### src/lrsc_map.svh
// Constants for the link receiver/transmitter state control block
`ifndef LRSC_MAP_SVH
`define LRSC_MAP_SVH
`define LRSC_DATA_W 8
`define LRSC_FIFO_DEPTH 32
`define LRSC_FIFO_AW 5
`define LRSC_RST_IDLE_BYTES 2'h0
`define LRSC_WORD_LAST 2'h3
`endif

### src/lrsc_pkg.sv
// Types for the link receiver/transmitter state control block
package lrsc_pkg;
  typedef enum logic [1:0] {
    RX_RESET,
    RX_LOS,
    RX_SYNC
  } lrsc_rx_state_type;
  typedef enum logic [1:0] {
    TX_NOT_ENABLED,
    TX_WORKING,
    TX_OPEN_FIBRE,
    TX_FAILURE
  } lrsc_tx_state_type;
  typedef struct packed {
    logic [7:0] data;
    logic ordered;
  } lrsc_byte_type;
endpackage

### src/lrsc_fifo.sv
// Byte FIFO between port requests and the transmit path
`timescale 1ns/10ps
`include "lrsc_map.svh"
module lrsc_fifo #(
  parameter int WIDTH = 9,
  parameter int DEPTH = 32,
  parameter int AW = 5
) (
  input wire logic i_clk,
  input wire logic i_rst_n,
  input wire logic [WIDTH-1:0] i_data,
  input wire logic i_valid,
  output logic o_ready,
  output logic [WIDTH-1:0] o_data,
  output logic o_valid,
  input wire logic i_ready,
  input wire logic i_flush
);
  typedef struct packed {
    logic [AW:0] wr;
    logic [AW:0] rd;
  } lrsc_fifo_state_type;
  lrsc_fifo_state_type st, next_st;
  logic [WIDTH-1:0] mem [DEPTH];
  logic full, empty;
  assign empty = st.wr == st.rd;
  assign full = (st.wr[AW] != st.rd[AW]) &&
    (st.wr[AW-1:0] == st.rd[AW-1:0]);
  assign o_ready = !full;
  assign o_valid = !empty;
  assign o_data = mem[st.rd[AW-1:0]];
  always_comb begin
    next_st = st;
    if (i_flush) begin
      next_st.rd = st.wr;
    end else begin
      if (i_valid && !full) begin
        next_st.wr = st.wr + 1'b1;
      end
      if (i_ready && !empty) begin
        next_st.rd = st.rd + 1'b1;
      end
    end
  end
  always_ff @(posedge i_clk) begin
    if (!i_rst_n) begin
      st <= '0;
    end else begin
      st <= next_st;
    end
    if (i_valid && !full && !i_flush) begin
      mem[st.wr[AW-1:0]] <= i_data;
    end
  end
endmodule

### src/lrsc_top.sv
// Receiver and transmitter state control for one serial link
// Overview of operation
// - Receiver reset forces Reset, not operational, held until reset removed.
// - Receiver starts in Loss-Of-Synchronization once initialization completes.
// - No Synchronization-Acquired until receiver path width is fixed.
// - Sync acquired enters sync; lost sync or signal loss returns to LOS.
// - Leaving reset or power-on makes the receiver enter LOS.
// - After signal loss, stay in LOS until signal back and sync regained.
// - Receiver loopback accepted only in LOS or Synchronization-Acquired.
// - Working and enabled transmitter continuously drives the encoded stream; here O_LINE_VALID is high only while the FIFO holds bytes.
// - Stop request gives Not-Enabled, hazard gives Open-Fibre; both operational.
// - Not-Enabled and Open-Fibre emit only laser safety signalling.
// - Working on enable without hazard, or hazard clear without pending disable.
// - Not-Enabled on init, disable without hazard, or clear with disable pending.
// - Transmitter defaults to Not-Enabled after initialization.
// - Open-Fibre holds until hazard clears; requests only steer the exit.
// - Failure seen while Working: enter Failure, not operational, report, hold.
// - Monitoring is optional; here failure is the monitor's fault input.
// - Working sends port bytes, word alignment fixed on entry to Working.
// - No Working until transmitter path width is fixed.
// - Transmitter loopback accepted in Working, Open-Fibre, Not-Enabled only.
`timescale 1ns/10ps
`include "lrsc_map.svh"
module lrsc_top (
  input wire logic I_CLK,
  input wire logic I_RST_N,
  input wire logic I_RX_RESET,
  input wire logic I_RX_WIDTH_FIXED,
  input wire logic I_RX_SYNC_ACQUIRED,
  input wire logic I_RX_LOS_DONE,
  input wire logic I_RX_SIGNAL_LOST,
  input wire logic I_RX_LOOPBACK_REQ,
  input wire logic I_TX_WIDTH_FIXED,
  input wire logic I_TX_ENABLE_REQ,
  input wire logic I_TX_DISABLE_REQ,
  input wire logic I_EXT_DISABLE,
  input wire logic I_OPEN_FIBRE_SAFETY_CONTROL,
  input wire logic I_SAFETY_SIGNAL,
  input wire logic I_TX_MONITOR_FAULT,
  input wire logic I_TX_RESTORE,
  input wire logic I_TX_LOOPBACK_REQ,
  input wire logic [7:0] I_TX_DATA,
  input wire logic I_TX_ORDERED,
  input wire logic I_TX_VALID,
  output logic O_TX_READY,
  output logic O_RX_OPERATIONAL,
  output logic [1:0] O_RX_STATE,
  output logic O_RX_LOOPBACK,
  output logic [1:0] O_TX_STATE,
  output logic O_TX_OPERATIONAL,
  output logic O_TX_FAILURE,
  output logic O_TX_LOOPBACK,
  output logic O_DISABLE_PENDING,
  output logic [7:0] O_LINE_DATA,
  output logic O_LINE_ORDERED,
  output logic O_LINE_VALID,
  output logic O_LASER_ON,
  output logic [1:0] O_LINE_BYTE_POS
);
  typedef struct packed {
    logic [1:0] s_rx_rst, s_width_rx, s_sync, s_los, s_sig;
    logic [1:0] s_rxlb, s_txw, s_en, s_dis, s_ext, s_ofc, s_saf;
    logic [1:0] s_mon, s_rest, s_txlb;
    lrsc_pkg::lrsc_rx_state_type rx;
    lrsc_pkg::lrsc_tx_state_type tx;
    logic pend_dis;
    logic rx_lb;
    logic tx_lb;
    logic fail;
    logic rx_op;
    logic tx_op;
    logic [1:0] pos;
    lrsc_pkg::lrsc_byte_type line;
    logic line_valid;
    logic laser;
  } lrsc_state_type;
  lrsc_state_type st, next_st;
  lrsc_pkg::lrsc_byte_type fifo_in, fifo_out;
  logic fifo_valid, fifo_ready, fifo_pop, fifo_flush;
  // Two-flop synchroniser step; only bit 1 is ever read by logic
  function automatic logic [1:0] sync2(input logic [1:0] s, input logic d);
    sync2 = {s[0], d};
  endfunction
  assign fifo_in = {I_TX_DATA, I_TX_ORDERED};
  assign fifo_pop = st.tx == lrsc_pkg::TX_WORKING;
  assign fifo_flush = st.tx != lrsc_pkg::TX_WORKING && st.pos == 2'h0;
  lrsc_fifo #(
    .WIDTH($bits(lrsc_pkg::lrsc_byte_type)),
    .DEPTH(`LRSC_FIFO_DEPTH),
    .AW(`LRSC_FIFO_AW)
  ) u_fifo (
    .i_clk(I_CLK),
    .i_rst_n(I_RST_N),
    .i_data(fifo_in),
    .i_valid(I_TX_VALID),
    .o_ready(fifo_ready),
    .o_data(fifo_out),
    .o_valid(fifo_valid),
    .i_ready(fifo_pop),
    .i_flush(fifo_flush)
  );
  always_comb begin
    next_st = st;
    next_st.s_rx_rst = sync2(st.s_rx_rst, I_RX_RESET);
    next_st.s_width_rx = sync2(st.s_width_rx, I_RX_WIDTH_FIXED);
    next_st.s_sync = sync2(st.s_sync, I_RX_SYNC_ACQUIRED);
    next_st.s_los = sync2(st.s_los, I_RX_LOS_DONE);
    next_st.s_sig = sync2(st.s_sig, I_RX_SIGNAL_LOST);
    next_st.s_rxlb = sync2(st.s_rxlb, I_RX_LOOPBACK_REQ);
    next_st.s_txw = sync2(st.s_txw, I_TX_WIDTH_FIXED);
    next_st.s_en = sync2(st.s_en, I_TX_ENABLE_REQ);
    next_st.s_dis = sync2(st.s_dis, I_TX_DISABLE_REQ);
    next_st.s_ext = sync2(st.s_ext, I_EXT_DISABLE);
    next_st.s_ofc = sync2(st.s_ofc, I_OPEN_FIBRE_SAFETY_CONTROL);
    next_st.s_saf = sync2(st.s_saf, I_SAFETY_SIGNAL);
    next_st.s_mon = sync2(st.s_mon, I_TX_MONITOR_FAULT);
    next_st.s_rest = sync2(st.s_rest, I_TX_RESTORE);
    next_st.s_txlb = sync2(st.s_txlb, I_TX_LOOPBACK_REQ);
    // Receiver
    if (st.s_rx_rst[1]) begin
      next_st.rx = lrsc_pkg::RX_RESET;
    end else begin
      case (st.rx)
        lrsc_pkg::RX_RESET: next_st.rx = lrsc_pkg::RX_LOS;
        lrsc_pkg::RX_LOS: begin
          // Signal must be back before sync counts
          if (st.s_sync[1] && st.s_width_rx[1] && !st.s_sig[1]) begin
            next_st.rx = lrsc_pkg::RX_SYNC;
          end
        end
        lrsc_pkg::RX_SYNC: begin
          if (st.s_los[1] || st.s_sig[1]) begin
            next_st.rx = lrsc_pkg::RX_LOS;
          end
        end
        default: next_st.rx = lrsc_pkg::RX_RESET;
      endcase
    end
    next_st.rx_lb = st.s_rxlb[1] && next_st.rx != lrsc_pkg::RX_RESET;
    // Status pins come from flops so they never glitch on a decode
    next_st.rx_op = next_st.rx != lrsc_pkg::RX_RESET;
    // Disable request wins while asserted; enable clears only without it
    if (st.s_dis[1]) begin
      next_st.pend_dis = 1'b1;
    end else if (st.s_en[1]) begin
      next_st.pend_dis = 1'b0;
    end
    // Transmitter
    case (st.tx)
      lrsc_pkg::TX_NOT_ENABLED, lrsc_pkg::TX_WORKING: begin
        if (st.s_ofc[1]) begin
          next_st.tx = lrsc_pkg::TX_OPEN_FIBRE;
        end else if (st.tx == lrsc_pkg::TX_WORKING && st.s_mon[1]) begin
          next_st.tx = lrsc_pkg::TX_FAILURE;
        end else if (st.s_dis[1] || st.s_ext[1]) begin
          next_st.tx = lrsc_pkg::TX_NOT_ENABLED;
        end else if (st.s_en[1] && st.s_txw[1]) begin
          next_st.tx = lrsc_pkg::TX_WORKING;
        end
      end
      lrsc_pkg::TX_OPEN_FIBRE: begin
        if (!st.s_ofc[1]) begin
          if (next_st.pend_dis || st.s_ext[1] || !st.s_txw[1]) begin
            next_st.tx = lrsc_pkg::TX_NOT_ENABLED;
          end else begin
            next_st.tx = lrsc_pkg::TX_WORKING;
          end
        end
      end
      lrsc_pkg::TX_FAILURE: begin
        if (st.s_rest[1]) begin
          next_st.tx = lrsc_pkg::TX_NOT_ENABLED;
        end
      end
      default: next_st.tx = lrsc_pkg::TX_NOT_ENABLED;
    endcase
    next_st.fail = next_st.tx == lrsc_pkg::TX_FAILURE;
    next_st.tx_op = next_st.tx != lrsc_pkg::TX_FAILURE;
    next_st.tx_lb = st.s_txlb[1] &&
      next_st.tx != lrsc_pkg::TX_FAILURE;
    // Line output: alignment restarts at byte 0 on entry to Working
    next_st.line_valid = 1'b0;
    if (st.tx == lrsc_pkg::TX_WORKING) begin
      next_st.laser = 1'b1;
      if (fifo_valid) begin
        next_st.line = fifo_out;
        next_st.line_valid = 1'b1;
        next_st.pos = st.pos + 2'h1;
      end
    end else begin
      // Only the safety signalling may light the laser
      next_st.laser = st.tx != lrsc_pkg::TX_FAILURE && st.s_saf[1];
      next_st.line = '0;
      next_st.pos = `LRSC_RST_IDLE_BYTES;
    end
  end
  always_ff @(posedge I_CLK) begin
    if (!I_RST_N) begin
      st <= '0;
      st.rx <= lrsc_pkg::RX_RESET;
      st.tx <= lrsc_pkg::TX_NOT_ENABLED;
      st.tx_op <= 1'b1;
    end else begin
      st <= next_st;
    end
  end
  always_ff @(posedge I_CLK) begin
    if (!I_RST_N) begin
      O_TX_READY <= 1'b0;
    end else begin
      O_TX_READY <= fifo_ready;
    end
  end
  assign O_RX_OPERATIONAL = st.rx_op;
  assign O_RX_STATE = st.rx;
  assign O_RX_LOOPBACK = st.rx_lb;
  assign O_TX_STATE = st.tx;
  assign O_TX_OPERATIONAL = st.tx_op;
  assign O_TX_FAILURE = st.fail;
  assign O_TX_LOOPBACK = st.tx_lb;
  assign O_DISABLE_PENDING = st.pend_dis;
  assign O_LINE_DATA = st.line.data;
  assign O_LINE_ORDERED = st.line.ordered;
  assign O_LINE_VALID = st.line_valid;
  assign O_LASER_ON = st.laser;
  assign O_LINE_BYTE_POS = st.pos;

  rx_reset_hold_a: assert property (
    @(posedge I_CLK) disable iff (!I_RST_N)
    st.s_rx_rst[1] |=> st.rx == lrsc_pkg::RX_RESET)
    else $error("receiver not in reset");
  // Sampled reset in the antecedent skips the release edge itself
  rx_reset_exit_a: assert property (
    @(posedge I_CLK) disable iff (!I_RST_N)
    I_RST_N && st.rx == lrsc_pkg::RX_RESET && !st.s_rx_rst[1]
    |=> st.rx == lrsc_pkg::RX_LOS)
    else $error("reset exit not to los");
  rx_width_a: assert property (
    @(posedge I_CLK) disable iff (!I_RST_N)
    $rose(st.rx == lrsc_pkg::RX_SYNC) |-> $past(st.s_width_rx[1]))
    else $error("sync without width");
  rx_sync_a: assert property (
    @(posedge I_CLK) disable iff (!I_RST_N)
    st.rx == lrsc_pkg::RX_LOS && !st.s_rx_rst[1] && st.s_sync[1] &&
    st.s_width_rx[1] && !st.s_sig[1] |=> st.rx == lrsc_pkg::RX_SYNC)
    else $error("sync not entered");
  rx_sig_loss_a: assert property (
    @(posedge I_CLK) disable iff (!I_RST_N)
    st.s_sig[1] && !st.s_rx_rst[1] |=> st.rx == lrsc_pkg::RX_LOS)
    else $error("signal loss not los");
  rx_loopback_a: assert property (
    @(posedge I_CLK) disable iff (!I_RST_N)
    O_RX_LOOPBACK |-> O_RX_STATE != lrsc_pkg::RX_RESET)
    else $error("rx loopback in reset");
  tx_open_fibre_a: assert property (
    @(posedge I_CLK) disable iff (!I_RST_N)
    st.s_ofc[1] && st.tx != lrsc_pkg::TX_FAILURE
    |=> st.tx == lrsc_pkg::TX_OPEN_FIBRE)
    else $error("hazard not open fibre");
  tx_of_hold_a: assert property (
    @(posedge I_CLK) disable iff (!I_RST_N)
    st.tx == lrsc_pkg::TX_OPEN_FIBRE && st.s_ofc[1]
    |=> st.tx == lrsc_pkg::TX_OPEN_FIBRE)
    else $error("open fibre left early");
  tx_exit_choice_a: assert property (
    @(posedge I_CLK) disable iff (!I_RST_N)
    st.tx == lrsc_pkg::TX_OPEN_FIBRE && !st.s_ofc[1] && st.s_dis[1]
    |=> st.tx == lrsc_pkg::TX_NOT_ENABLED)
    else $error("pending disable ignored");
  tx_clear_resume_a: assert property (
    @(posedge I_CLK) disable iff (!I_RST_N)
    st.tx == lrsc_pkg::TX_OPEN_FIBRE && !st.s_ofc[1] && !st.s_dis[1] &&
    !st.pend_dis && !st.s_ext[1] && st.s_txw[1]
    |=> st.tx == lrsc_pkg::TX_WORKING)
    else $error("hazard clear not working");
  tx_enable_a: assert property (
    @(posedge I_CLK) disable iff (!I_RST_N)
    st.tx == lrsc_pkg::TX_NOT_ENABLED && !st.s_ofc[1] && !st.s_dis[1] &&
    !st.s_ext[1] && st.s_en[1] && st.s_txw[1]
    |=> st.tx == lrsc_pkg::TX_WORKING)
    else $error("enable not working");
  tx_disable_a: assert property (
    @(posedge I_CLK) disable iff (!I_RST_N)
    st.tx == lrsc_pkg::TX_WORKING && !st.s_ofc[1] && !st.s_mon[1] &&
    st.s_dis[1] |=> st.tx == lrsc_pkg::TX_NOT_ENABLED)
    else $error("disable not honoured");
  tx_width_a: assert property (
    @(posedge I_CLK) disable iff (!I_RST_N)
    $rose(st.tx == lrsc_pkg::TX_WORKING) |-> $past(st.s_txw[1]))
    else $error("working without width");
  tx_fail_entry_a: assert property (
    @(posedge I_CLK) disable iff (!I_RST_N)
    st.tx == lrsc_pkg::TX_WORKING && st.s_mon[1] && !st.s_ofc[1]
    |=> st.tx == lrsc_pkg::TX_FAILURE)
    else $error("fault not failure");
  tx_fail_hold_a: assert property (
    @(posedge I_CLK) disable iff (!I_RST_N)
    st.tx == lrsc_pkg::TX_FAILURE && !st.s_rest[1]
    |=> st.tx == lrsc_pkg::TX_FAILURE ##0 O_TX_FAILURE)
    else $error("failure not held");
  tx_laser_a: assert property (
    @(posedge I_CLK) disable iff (!I_RST_N)
    st.tx == lrsc_pkg::TX_WORKING |=> O_LASER_ON)
    else $error("laser off in working");
  tx_laser_safe_a: assert property (
    @(posedge I_CLK) disable iff (!I_RST_N)
    st.tx != lrsc_pkg::TX_WORKING && !st.s_saf[1] |=> !O_LASER_ON)
    else $error("laser on while stopped");
  line_idle_a: assert property (
    @(posedge I_CLK) disable iff (!I_RST_N)
    st.tx != lrsc_pkg::TX_WORKING
    |=> O_LINE_BYTE_POS == 2'h0 && !O_LINE_VALID)
    else $error("line busy while stopped");
  tx_loopback_a: assert property (
    @(posedge I_CLK) disable iff (!I_RST_N)
    O_TX_LOOPBACK |-> !O_TX_FAILURE)
    else $error("tx loopback in failure");
  rx_sync_c: cover property (@(posedge I_CLK) disable iff (!I_RST_N)
    st.rx == lrsc_pkg::RX_LOS ##1 st.rx == lrsc_pkg::RX_SYNC);
  tx_of_c: cover property (@(posedge I_CLK) disable iff (!I_RST_N)
    st.tx == lrsc_pkg::TX_OPEN_FIBRE ##1 st.tx == lrsc_pkg::TX_WORKING);
  tx_ne_c: cover property (@(posedge I_CLK) disable iff (!I_RST_N)
    st.tx == lrsc_pkg::TX_OPEN_FIBRE ##1 st.tx == lrsc_pkg::TX_NOT_ENABLED);
  tx_fail_c: cover property (@(posedge I_CLK) disable iff (!I_RST_N)
    $rose(O_TX_FAILURE));
  tx_full_c: cover property (@(posedge I_CLK) disable iff (!I_RST_N)
    !fifo_ready);
endmodule

### config.mk
export PLATFORM = sky130hd
export DESIGN_NAME = lrsc_top
export DESIGN_NICKNAME = d
export VERILOG_FILES = /design/src/lrsc_pkg.sv /design/src/lrsc_fifo.sv /design/src/lrsc_top.sv
export VERILOG_INCLUDE_DIRS = /design/src /design/src/src
export SDC_FILE = /design/constraint.sdc
export NUM_CORES = 1
export LEC_CHECK = 0
export BUFFER_PORTS_ARGS = -buffer_cell sky130_fd_sc_hd__buf_2
export CORE_ASPECT_RATIO = 1.1
export CORE_MARGIN = 1.5
export CORE_UTILIZATION = 50
export CTS_CLUSTER_DIAMETER = 100
export DETAILED_ROUTE_END_ITERATION = 7
export GPL_TIMING_DRIVEN = 0
export PLACE_DENSITY = 0.73
export SLEW_MARGIN = 20
export SYNTH_ARGS = -nofsm -noshare
export SYNTH_HDL_FRONTEND = slang
export SYNTH_SLANG_ARGS = --single-unit
### constraint.sdc
create_clock -name I_CLK -period 3.25 [get_ports I_CLK]
set_input_delay 0.325 -clock I_CLK [delete_from_list [all_inputs] [get_ports I_CLK]]
set_output_delay 0.325 -clock I_CLK [all_outputs]
set_load 0.1 [all_outputs]
==> results of run 1 <==
worst paths after layout:
kind	from	endpoint	slack, ps	cells after the start
hold reg to reg	st[24]	O_TX_LOOPBACK	420	2
setup reg to reg	u_fifo.st[0]	u_fifo.mem[6][4]	320	6
setup / recovery	u_fifo.st[0]	u_fifo.mem[6][4]	320	6
hold / removal	I_RX_LOS_DONE	next_st[46]	10	2
final cells by class:
type,count,area share
sequential,354,0.640
multi-input combinational,400,0.222
clock buffer,45,0.0620
tap,357,0.0287
buffer,51,0.0202
timing repair buffer,50,0.0161
clock inverter,19,0.00971
inverter,9,0.00217
worst register-to-register path, stage by stage (launching register included):
cell	delay [ps]
dfxtp_1	480
buf_4	330
xnor2_2	110
nand3_4	160
o21a_1	260
nand2_1	330
nor2_1	860
registers in the layout (all words and copies together) (netlist names), 2 cells and up:
register	cells
O_LINE_BYTE_POS	2
u_fifo.mem	288
O_RX_STATE	2
O_LINE_DATA	8
st	15
next_st	15
O_TX_STATE	2
u_fifo.st	12
power groups by stage:
stage	clock network (µW)	registers [µW]	logic, µW
detailed placement	0	5020	174
global route	4130	4920	186
CTS	3930	4930	174
finish	3890	4930	172
floorplan	0	5040	56.4
global placement	0	5020	168
cells in the final DEF (no fill, tap or decap), drive strengths merged, types with 12 or more instances in the layout:
master  netlist  layout
edfxtp      288     288
buf          41      91
mux2i        82      82
dfxtp        66      66
clkbuf       10      55
nor2         52      52
mux4         38      38
and2         37      37
a22oi        34      34
nand2        23      23
a21oi        21      21
clkinv        1      17
nor2b        12      12
metrics by stage:
step                      worst slack (ps)  hold slack (ps)  power, µW  instance area, µm²  cells
final                                  324             12.9       8990               15600   1285
after global routing                   204             16.2       9240               15600   1285
after CTS                              280             3.42       9030               15600   1285
after detailed placement               306              414       5200               14500   1221
after global placement                 310              407       5190               14500   1221
after floorplan                       1150              397       5100               13800    814
layer usage:
| metal | share of wire | wire length [µm] | track usage | vias to the layer above |
|---|---|---|---|---|
| met2 | 0.48 | 14200 | 0.351 | 341 |
| met1 | 0.42 | 12500 | 0.288 | 3762 |
| met5 | 0 | 0 | 0 | - |
| li1 | - | - | - | 3323 |
| met3 | 0.074 | 2220 | 0.0368 | 64 |
| met4 | 0.032 | 958 | 0.0829 | 0 |
cells by family after synthesis:
logic type               Yosys count
AO/OA/AOI/OAI                    103
XOR/XNOR                          11
adder cells (fa/ha/maj)            6
buffers and inverters             60
flip-flops                       354
multiplexers                     121
AND/OR/NAND/NOR                  159
synth_stat cells, types with 3 or more instances:
library cell	instances
nand2_1	23
a211oi_1	9
xor2_1	4
buf_1	4
nand3_1	8
nor2_2	4
o211ai_1	4
mux4_2	36
buf_4	18
a31oi_1	5
nand3b_1	3
nand2b_1	4
a21oi_1	21
edfxtp_1	288
nor2b_1	12
buf_2	14
buf_6	5
a22oi_1	34
and2_1	37
clkbuf_1	10
nor3_1	7
or3_1	3
o21ai_0	4
nor2_1	48
mux2i_1	82
o21a_1	4
inv_1	8
xnor2_1	6
a32o_1	10
ha_1	6
dfxtp_1	66
==> flow_summary.toml, run 1 <==
[floorplanning]
die-height_um = 177
io_pins = 51
core_area_mm2 = 0.0270
rows = 63
start_util = 0.509
die_x_um = 161
dieArea_mm2 = 0.0285

[setup_path]
worstPathMaxFanout = 10
crit_family = "simple AND/OR/NAND/NOR gates"
worst_ep_arrival_time_ps = 3050
critPathKind = "reg2reg"
cp.required_ps = 3380
crit_slowest_cell = "nor2_1"
cp_cell_sequence = "buf_4 -> xnor2_2 -> nand3_4 -> o21a_1 -> nand2_1 -> nor2_1"
worstSetupStartpointType = "flop"
cp.buffers_inverters = 1
critPathMaxStageDelay_ps = 860
setup.worst_path.end_class = "flop"

[clock_network]
holdBufCountCts = 0
cts-resized-gates = 0
path_clk_slew_ps = 60
cts_tree = "done"
htreeDepth = 2
numCtsBuffers = 35
root_buffer = "clkbuf_16"
cts_setup_buffers = 0
cts_sinks = 354
clk_latency_ps = 520
cts_max_path_buffers = 3

[layout]
multi_input_area_mm2 = 0.00345
drive_gt1_frac = 0.205
fin_nets = 934
fin_util = 0.576
ff_latch_area_mm2 = 0.00997
syn_to_final_growth_pct = 13.2
diodes = 0
fill_cells = 2015

[power]
swShare = 0.196
internal_power_uw = 7220
powerDensity_mw_per_mm2 = 577
combPwrFrac = 0.019
p_clk_frac = 0.433
p_leak_uw = 0.00503
seqPwrFrac = 0.548
vdd_ir_drop_max_v = 0.000315
power_switching_uw = 1770

[synthesis]
yosys_register_bits = 354
yosys.cell_types.count = 54
synthSimpleGateAreaFrac = 0.0597
syn_inst = 814
synth_area_per_cell_um2 = 16.9
synthAdderAreaFrac = 0.00545
synth_nets = 847
ys_warn_count = 0
synth_top_area_share = 0.628
synthFlopType = "edfxtp_1"
synth_area_mm2 = 0.0138
seq_area_frac_synth = 0.724
synthTopCellsByArea = "edfxtp_1 (63%), dfxtp_1 (9.6%), mux2i_1 (6.0%)"
synth_top_family_by_area = "multiplexers"
synth_largest_area_cell = "edfxtp_1"
muxShareOfSynthArea = 0.123
synth-compound-area-share = 0.0550
async_flop_share = 0
synth-edff-count = 288
synth_xor_area_frac = 0.00754

[sta]
fin_crit_sh = 0.900
max_freq_ghz = 0.342
relSlewSlack = 0.329
setup_violations = 0
fin_skew_ps = 19.9
finalHoldViolations = 0
rsz0062_at_grt = "no"
drv_slew = 0
tightest_slew_ps = 1000
tns_ps = 0
period_minus_slack_ps = 2930

[global_route]
grt_use_total = 0.214
grt_max_degree = 33
grt_first_pass_wirelength_mm = 44.8
antenna_found_initial = 0
grt_pass1_vias = 7545
overflow = 0

[place]
numPortBuffers = 50
place_congestion = 0.843
place_hpwl_mm = 19.3

[detailed_routing]
vias = 7490
first_iter_violations = 732
first_pass_iters = 5
viasPerCell = 5.83
avgRoutedWirePerCell_um = 23.2
ant_nets = 0
drc = 0
routed_wl_mm = 29.8

[min_path]
hp-class = "in2reg"

[status]
status = "finished clean"

[flow_run]
cap_violations = 0
(Power assumes the default switching activity.)
==> inputs of run 2 (changes only) <==
--- a/config.mk
+++ b/config.mk
@@ -17,4 +17,5 @@
 export SLEW_MARGIN = 20
 export SYNTH_ARGS = -nofsm -noshare
 export SYNTH_HDL_FRONTEND = slang
+export SYNTH_HIERARCHICAL = 1
 export SYNTH_SLANG_ARGS = --single-unit
==> run 2 against run 1 <==
  * Design area rose by 1.4%
  * Register-to-register slack worse by 310 ps
  * Die area down 0.11%
  * Global-route usage fell by 1.5 points
  * Clock-buffer cell count down 3
  * Utilization up 0.83 points
  * Fmax is 9.6% lower
  * Sequential cell count rose by 5
  * Total power up 3.5%
  * Critical endpoint is now u_fifo/mem[31][5]
==> flow_summary.toml, run 2 <==
[layout]
syn_to_final_growth_pct = 14.9
fin_util = 0.585
drive_gt1_frac = 0.326
final_area_mm2 = 0.0158
largest_reg_flops = 288
mostFrequentLayoutCell = "edfxtp_1"
layout_common_cells = "edfxtp_1 (288), mux4_2 (90), dfxtp_1 (71), buf_2 (55), clkbuf_16 (37)"
diodes = 0
fin_nets = 834

[sta]
drv_slew = 0
finalHoldViolations = 0
rsz0062_at_grt = "yes"
relSlewSlack = 0.380
max_freq_ghz = 0.309
tns_ps = 0
fin_hold_ws_ps = 20.0
period_minus_slack_ps = 3240
fin_crit_sh = 0.996
setup_violations = 0
tightest_slew_ps = 926
fin_skew_ps = 24.8

[clock_network]
htreeDepth = 2
clk_latency_ps = 530
cts_tree = "done"
path_clk_slew_ps = 60
holdBufCountCts = 0
numCtsBuffers = 34
root_buffer = "clkbuf_16"
cts_sinks = 359
cts_max_path_buffers = 3

[setup_path]
critPathKind = "reg2reg"
reg2reg_from = "O_TX_STATE[0]"
critPathMaxStageDelay_ps = 740
critical_path.startpoint = "O_TX_STATE[0]"
r2r_slack_ps = 10
worstSetupStartpointType = "flop"
worstPathMaxFanout = 10
cp.buffers_inverters = 3
crit_family = "simple AND/OR/NAND/NOR gates"
r2r_cells = 8
cp_cell_sequence = "inv_2 -> nor2_2 -> and2b_1 -> inv_1 -> nand2_1 -> a311o_1 -> buf_2 -> nor2_1"
r2r_end = "u_fifo/mem[31][5]"
cp.depth = 8
cp.required_ps = 3400
setup.worst_path.end_class = "flop"
worst_ep_arrival_time_ps = 3380
crit_slowest_cell = "nor2_1"

[status]
status = "finished clean"

[detailed_routing]
first_pass_iters = 5
first_iter_violations = 673
ant_nets = 0
viasPerCell = 5.79
avgRoutedWirePerCell_um = 23.4
drc = 0
routed_wl_mm = 27.8
vias = 6854

[global_route]
grt_use_total = 0.200
grt_pass1_vias = 6975
grt_max_degree = 33
grt_first_pass_wirelength_mm = 41.6
antenna_found_initial = 1
overflow = 0

[floorplanning]
dieArea_mm2 = 0.0285
die_x_um = 161
start_util = 0.509
die-height_um = 177
rows = 63
io_pins = 51
core_area_mm2 = 0.0270

[min_path]
min_to = "next_st[28]"
hold_depth = 2
hp-start = "I_TX_MONITOR_FAULT"
hp-class = "in2reg"

[synthesis]
synthFlopType = "edfxtp_1"
synth_largest_area_cell = "edfxtp_1"
yosys-top-cells-count = "edfxtp_1 (288), mux4_2 (90), dfxtp_1 (71)"
yosys_register_bits = 359
yosysMostFrequentCell = "edfxtp_1"
syn_inst = 715
synthTopCellsByArea = "edfxtp_1 (63%), mux4_2 (15%), dfxtp_1 (10%)"
synth_nets = 748
ys_warn_count = 6
synth-edff-count = 288
seq_area_frac_synth = 0.732
yosys.cell_types.count = 50
synth_top_area_share = 0.629
synth_area_per_cell_um2 = 19.2
synth_area_mm2 = 0.0138
async_flop_share = 0

[place]
place_congestion = 0.850
place_hpwl_mm = 18.2
numPortBuffers = 50
dpl_cell_area_mm2 = 0.0145

[power]
power.total_uw = 9300
powerDensity_mw_per_mm2 = 588
vdd_ir_drop_max_v = 0.000317
p_leak_uw = 0.00503

[flow_run]
cap_violations = 0
-- run 2: changes by cell type after synthesis, moves of 7 or more --
| cell | delta |
|---|---|
| nand2_1 | -15 |
| buf_2 | -9 |
| mux2_2 | +8 |
| a21oi_1 | -7 |
| mux4_2 | +54 |
| a32o_1 | -10 |
| nor2b_1 | -10 |
| a22oi_1 | -33 |
| nor2_1 | +8 |
| mux2i_1 | -71 |
| a211oi_1 | -9 |
-- run 2: area by class of cell --
cell class	count	area, µm²
well taps	357	447
plain buffers	46	270
clock buffers	42	955
clock inverters	20	190
inverters	14	52.6
multi-input cells	296	3570
fillers	1920	11200
repair buffers	50	250
flip-flops and latches	359	10100
-- run 2: worst max path at each step --
| stage | to | slack, ps |
|---|---|---|
| 3_5_place_dp | u_fifo/mem[2][2] | -260 |
| 5_1_grt | u_fifo/mem[7][5] | -170 |
| 2_1_floorplan | u_fifo/mem[29][0] | 700 |
| 4_1_cts | u_fifo/mem[28][4] | -220 |
| 6_report | u_fifo/mem[31][5] | 10 |
| 3_3_place_gp | u_fifo/mem[22][2] | -170 |
-- run 2: cell families (layout without fill, tap and decap cells) --
logic type / count (synthesis) / count (layout) / synth area share
multiplexers: 110 / 110 / 0.163
flip-flops: 359 / 359 / 0.732
XOR/XNOR: 13 / 13 / 0.00828
buffers and inverters: 60 / 172 / 0.0235
adder cells (fa/ha/maj): 6 / 6 / 0.00546
AO/OA/AOI/OAI: 36 / 36 / 0.0199
AND/OR/NAND/NOR: 131 / 131 / 0.0481
-- run 2: power breakdown --
part	internal, µW	switching (µW)
logic	99.2	224
registers	4990	15.0
clock network	2340	1640
-- run 2: per-stage QoR --
step,setup slack [ps],instances
2_1_floorplan,698,715
3_3_place_gp,-173,1122
3_5_place_dp,-255,1122
4_1_cts,-216,1184
5_1_grt,-174,1184
6_report,13.7,1184
-- run 2: timing repair --
item                                    in CTS  in global routing
resized for setup                           20                 36
buffers inserted                             0                  0
hold endpoints to repair                     0                  0
pin swaps                                    0                  1
endpoints found under the setup margin     216                288
-- run 2: routing by layer --
metal	vias to the layer above	GRT usage	wire length, µm
met5	-	0	13
met4	2	0.0698	813
met3	52	0.0391	1780
met2	282	0.325	13400
met1	3544	0.271	11700
li1	2974	-	-
==> inputs of run 3 (changes only) <==
--- a/config.mk
+++ b/config.mk
@@ -13,8 +13,7 @@
 export CTS_CLUSTER_DIAMETER = 100
 export DETAILED_ROUTE_END_ITERATION = 7
 export GPL_TIMING_DRIVEN = 0
-export PLACE_DENSITY = 0.73
-export SLEW_MARGIN = 20
+export PLACE_DENSITY = 0.79
 export SYNTH_ARGS = -nofsm -noshare
 export SYNTH_HDL_FRONTEND = slang
 export SYNTH_HIERARCHICAL = 1
==> run 3 against run 2 <==
  * Clock skew down 13 ps
  * Register-to-register slack better by 20 ps
  * Via count up 0.19%
  * Critical endpoint is now u_fifo/mem[3][4]
  * Total power down 2.8%
  * Worst setup slack better by 24 ps
  * Fmax up 0.74%
==> flow_summary.toml, run 3 (synthesized netlist as in run 2, its figures left out) <==
[status]
status = "finished clean"

[floorplanning]
rows = 63
core_area_mm2 = 0.0270
die_x_um = 161
start_util = 0.509
die-height_um = 177
dieArea_mm2 = 0.0285
io_pins = 51

[setup_path]
worstPathMaxFanout = 10
cp.required_ps = 3390
r2r_slack_ps = 40
critPathMaxStageDelay_ps = 740
worst_ep_arrival_time_ps = 3350
setup.worst_path.end_class = "flop"
crit_slowest_cell = "nor2_1"
worstSetupStartpointType = "flop"
critPathKind = "reg2reg"
cp_cell_sequence = "inv_2 -> nor2_2 -> and2b_1 -> inv_1 -> nand2_1 -> a311o_1 -> buf_2 -> nor2_1"

[clock_network]
numCtsBuffers = 35
cts_sinks = 359
path_clk_slew_ps = 60
htreeDepth = 2
cts_max_path_buffers = 3
cts_setup_buffers = 0
cts_tree = "done"
root_buffer = "clkbuf_16"
clk_latency_ps = 510

[detailed_routing]
first_pass_iters = 5
routed_wl_mm = 27.3
avgRoutedWirePerCell_um = 23.0
ant_nets = 0
vias = 6867
drc = 0
first_iter_violations = 591
viasPerCell = 5.80

[layout]
syn_to_final_growth_pct = 14.1
diodes = 0
drive_gt1_frac = 0.317
fin_cells = 1184
fill_cells = 1914
layout_common_cells = "edfxtp_1 (288), mux4_2 (90), dfxtp_1 (71), buf_2 (55), clkbuf_16 (36)"
largest_reg_flops = 288
fin_nets = 835
multi_input_area_mm2 = 0.00355
ff_latch_area_mm2 = 0.0101
mostFrequentLayoutCell = "edfxtp_1"

[sta]
worst_slack_ps = 37.5
fin_hold_ws_ps = 21.5
period_minus_slack_ps = 3210
drv_slew = 0
tightest_slew_ps = 928
fin_skew_ps = 11.4
max_freq_ghz = 0.311
finalHoldViolations = 0
rsz0062_at_grt = "yes"
fin_crit_sh = 0.988
relSlewSlack = 0.379
setup_violations = 0

[min_path]
hp-class = "in2reg"

[power]
swShare = 0.206
combPwrFrac = 0.036
internal_power_uw = 7180
seqPwrFrac = 0.553
powerDensity_mw_per_mm2 = 576
p_leak_uw = 0.00496
p_clk_frac = 0.411
vdd_ir_drop_max_v = 0.000386
power_switching_uw = 1860

[global_route]
antenna_found_initial = 0
grt_first_pass_wirelength_mm = 41.0
grt_pass1_vias = 6804
met1_usage = 0.259
use_met3 = 0.0347
top_usage_layer = "met2"
grt_use_total = 0.195
overflow = 0
grt_max_degree = 33
use_met2 = 0.323

[place]
placed_cells_incl_taps = 1122
place_congestion = 0.821
place_hpwl_mm = 17.3
dp_slack_ps = -218
numPortBuffers = 50

[flow_run]
cap_violations = 0
-- run 3: through the flow --
stage               TNS (ps)  power, µW  cell area [µm²]  utilization
detailed placement    -24430       5420            14500        0.535
global route          -17550       9320            15700        0.580
floorplan                  0       5290            13800            -
finish                     0       9040            15700        0.580
global placement      -10590       5410            14500        0.535
CTS                   -23490       9110            15500        0.574
-- run 3: power groups by stage --
stage | Combinational [µW] | Sequential (µW) | Clock, µW
final | 321 | 5000 | 3720
after global routing | 342 | 5000 | 3970
after CTS | 319 | 5000 | 3790
after detailed placement | 316 | 5100 | 0
after global placement | 309 | 5100 | 0
after floorplan | 161 | 5130 | 0
-- run 3: final cells by class --
| cell class | instances | share of cell area |
|---|---|---|
| plain buffers | 46 | 0.0172 |
| clock buffers | 48 | 0.0616 |
| clock inverters | 14 | 0.00526 |
| inverters | 14 | 0.00335 |
| multi-input cells | 296 | 0.226 |
| flip-flops and latches | 359 | 0.642 |
| well taps | 357 | 0.0285 |
| repair buffers | 50 | 0.0160 |
-- run 3: path summary, 6_finish.rpt --
kind | end | from | depth (start not counted)
worst min register to register | O_RX_OPERATIONAL | st[52] | 1
worst max-delay path | u_fifo/mem[3][4] | O_TX_STATE[0] | 8
worst max register to register | u_fifo/mem[3][4] | O_TX_STATE[0] | 8
worst min-delay path | next_st[50] | I_RX_WIDTH_FIXED | 2
-- run 3: layer usage --
| layer | vias up | share of wire |
|---|---|---|
| met5 | - | 0 |
| met4 | 0 | 0.032 |
| met3 | 42 | 0.061 |
| met2 | 267 | 0.50 |
| met1 | 3575 | 0.41 |
| li1 | 2983 | - |
-- run 3: worst max-delay path: cells and delay by family (launching register included) --
kind            cells  cell delay [ps]
simple gates        4             1490
compound gates      1              380
flops               1              430
buf+inv             3              530
-- run 3: timing repair --
action,in CTS,in global routing
gates resized for setup,11,40
endpoints found under the setup margin,216,288
hold buffers,0,0
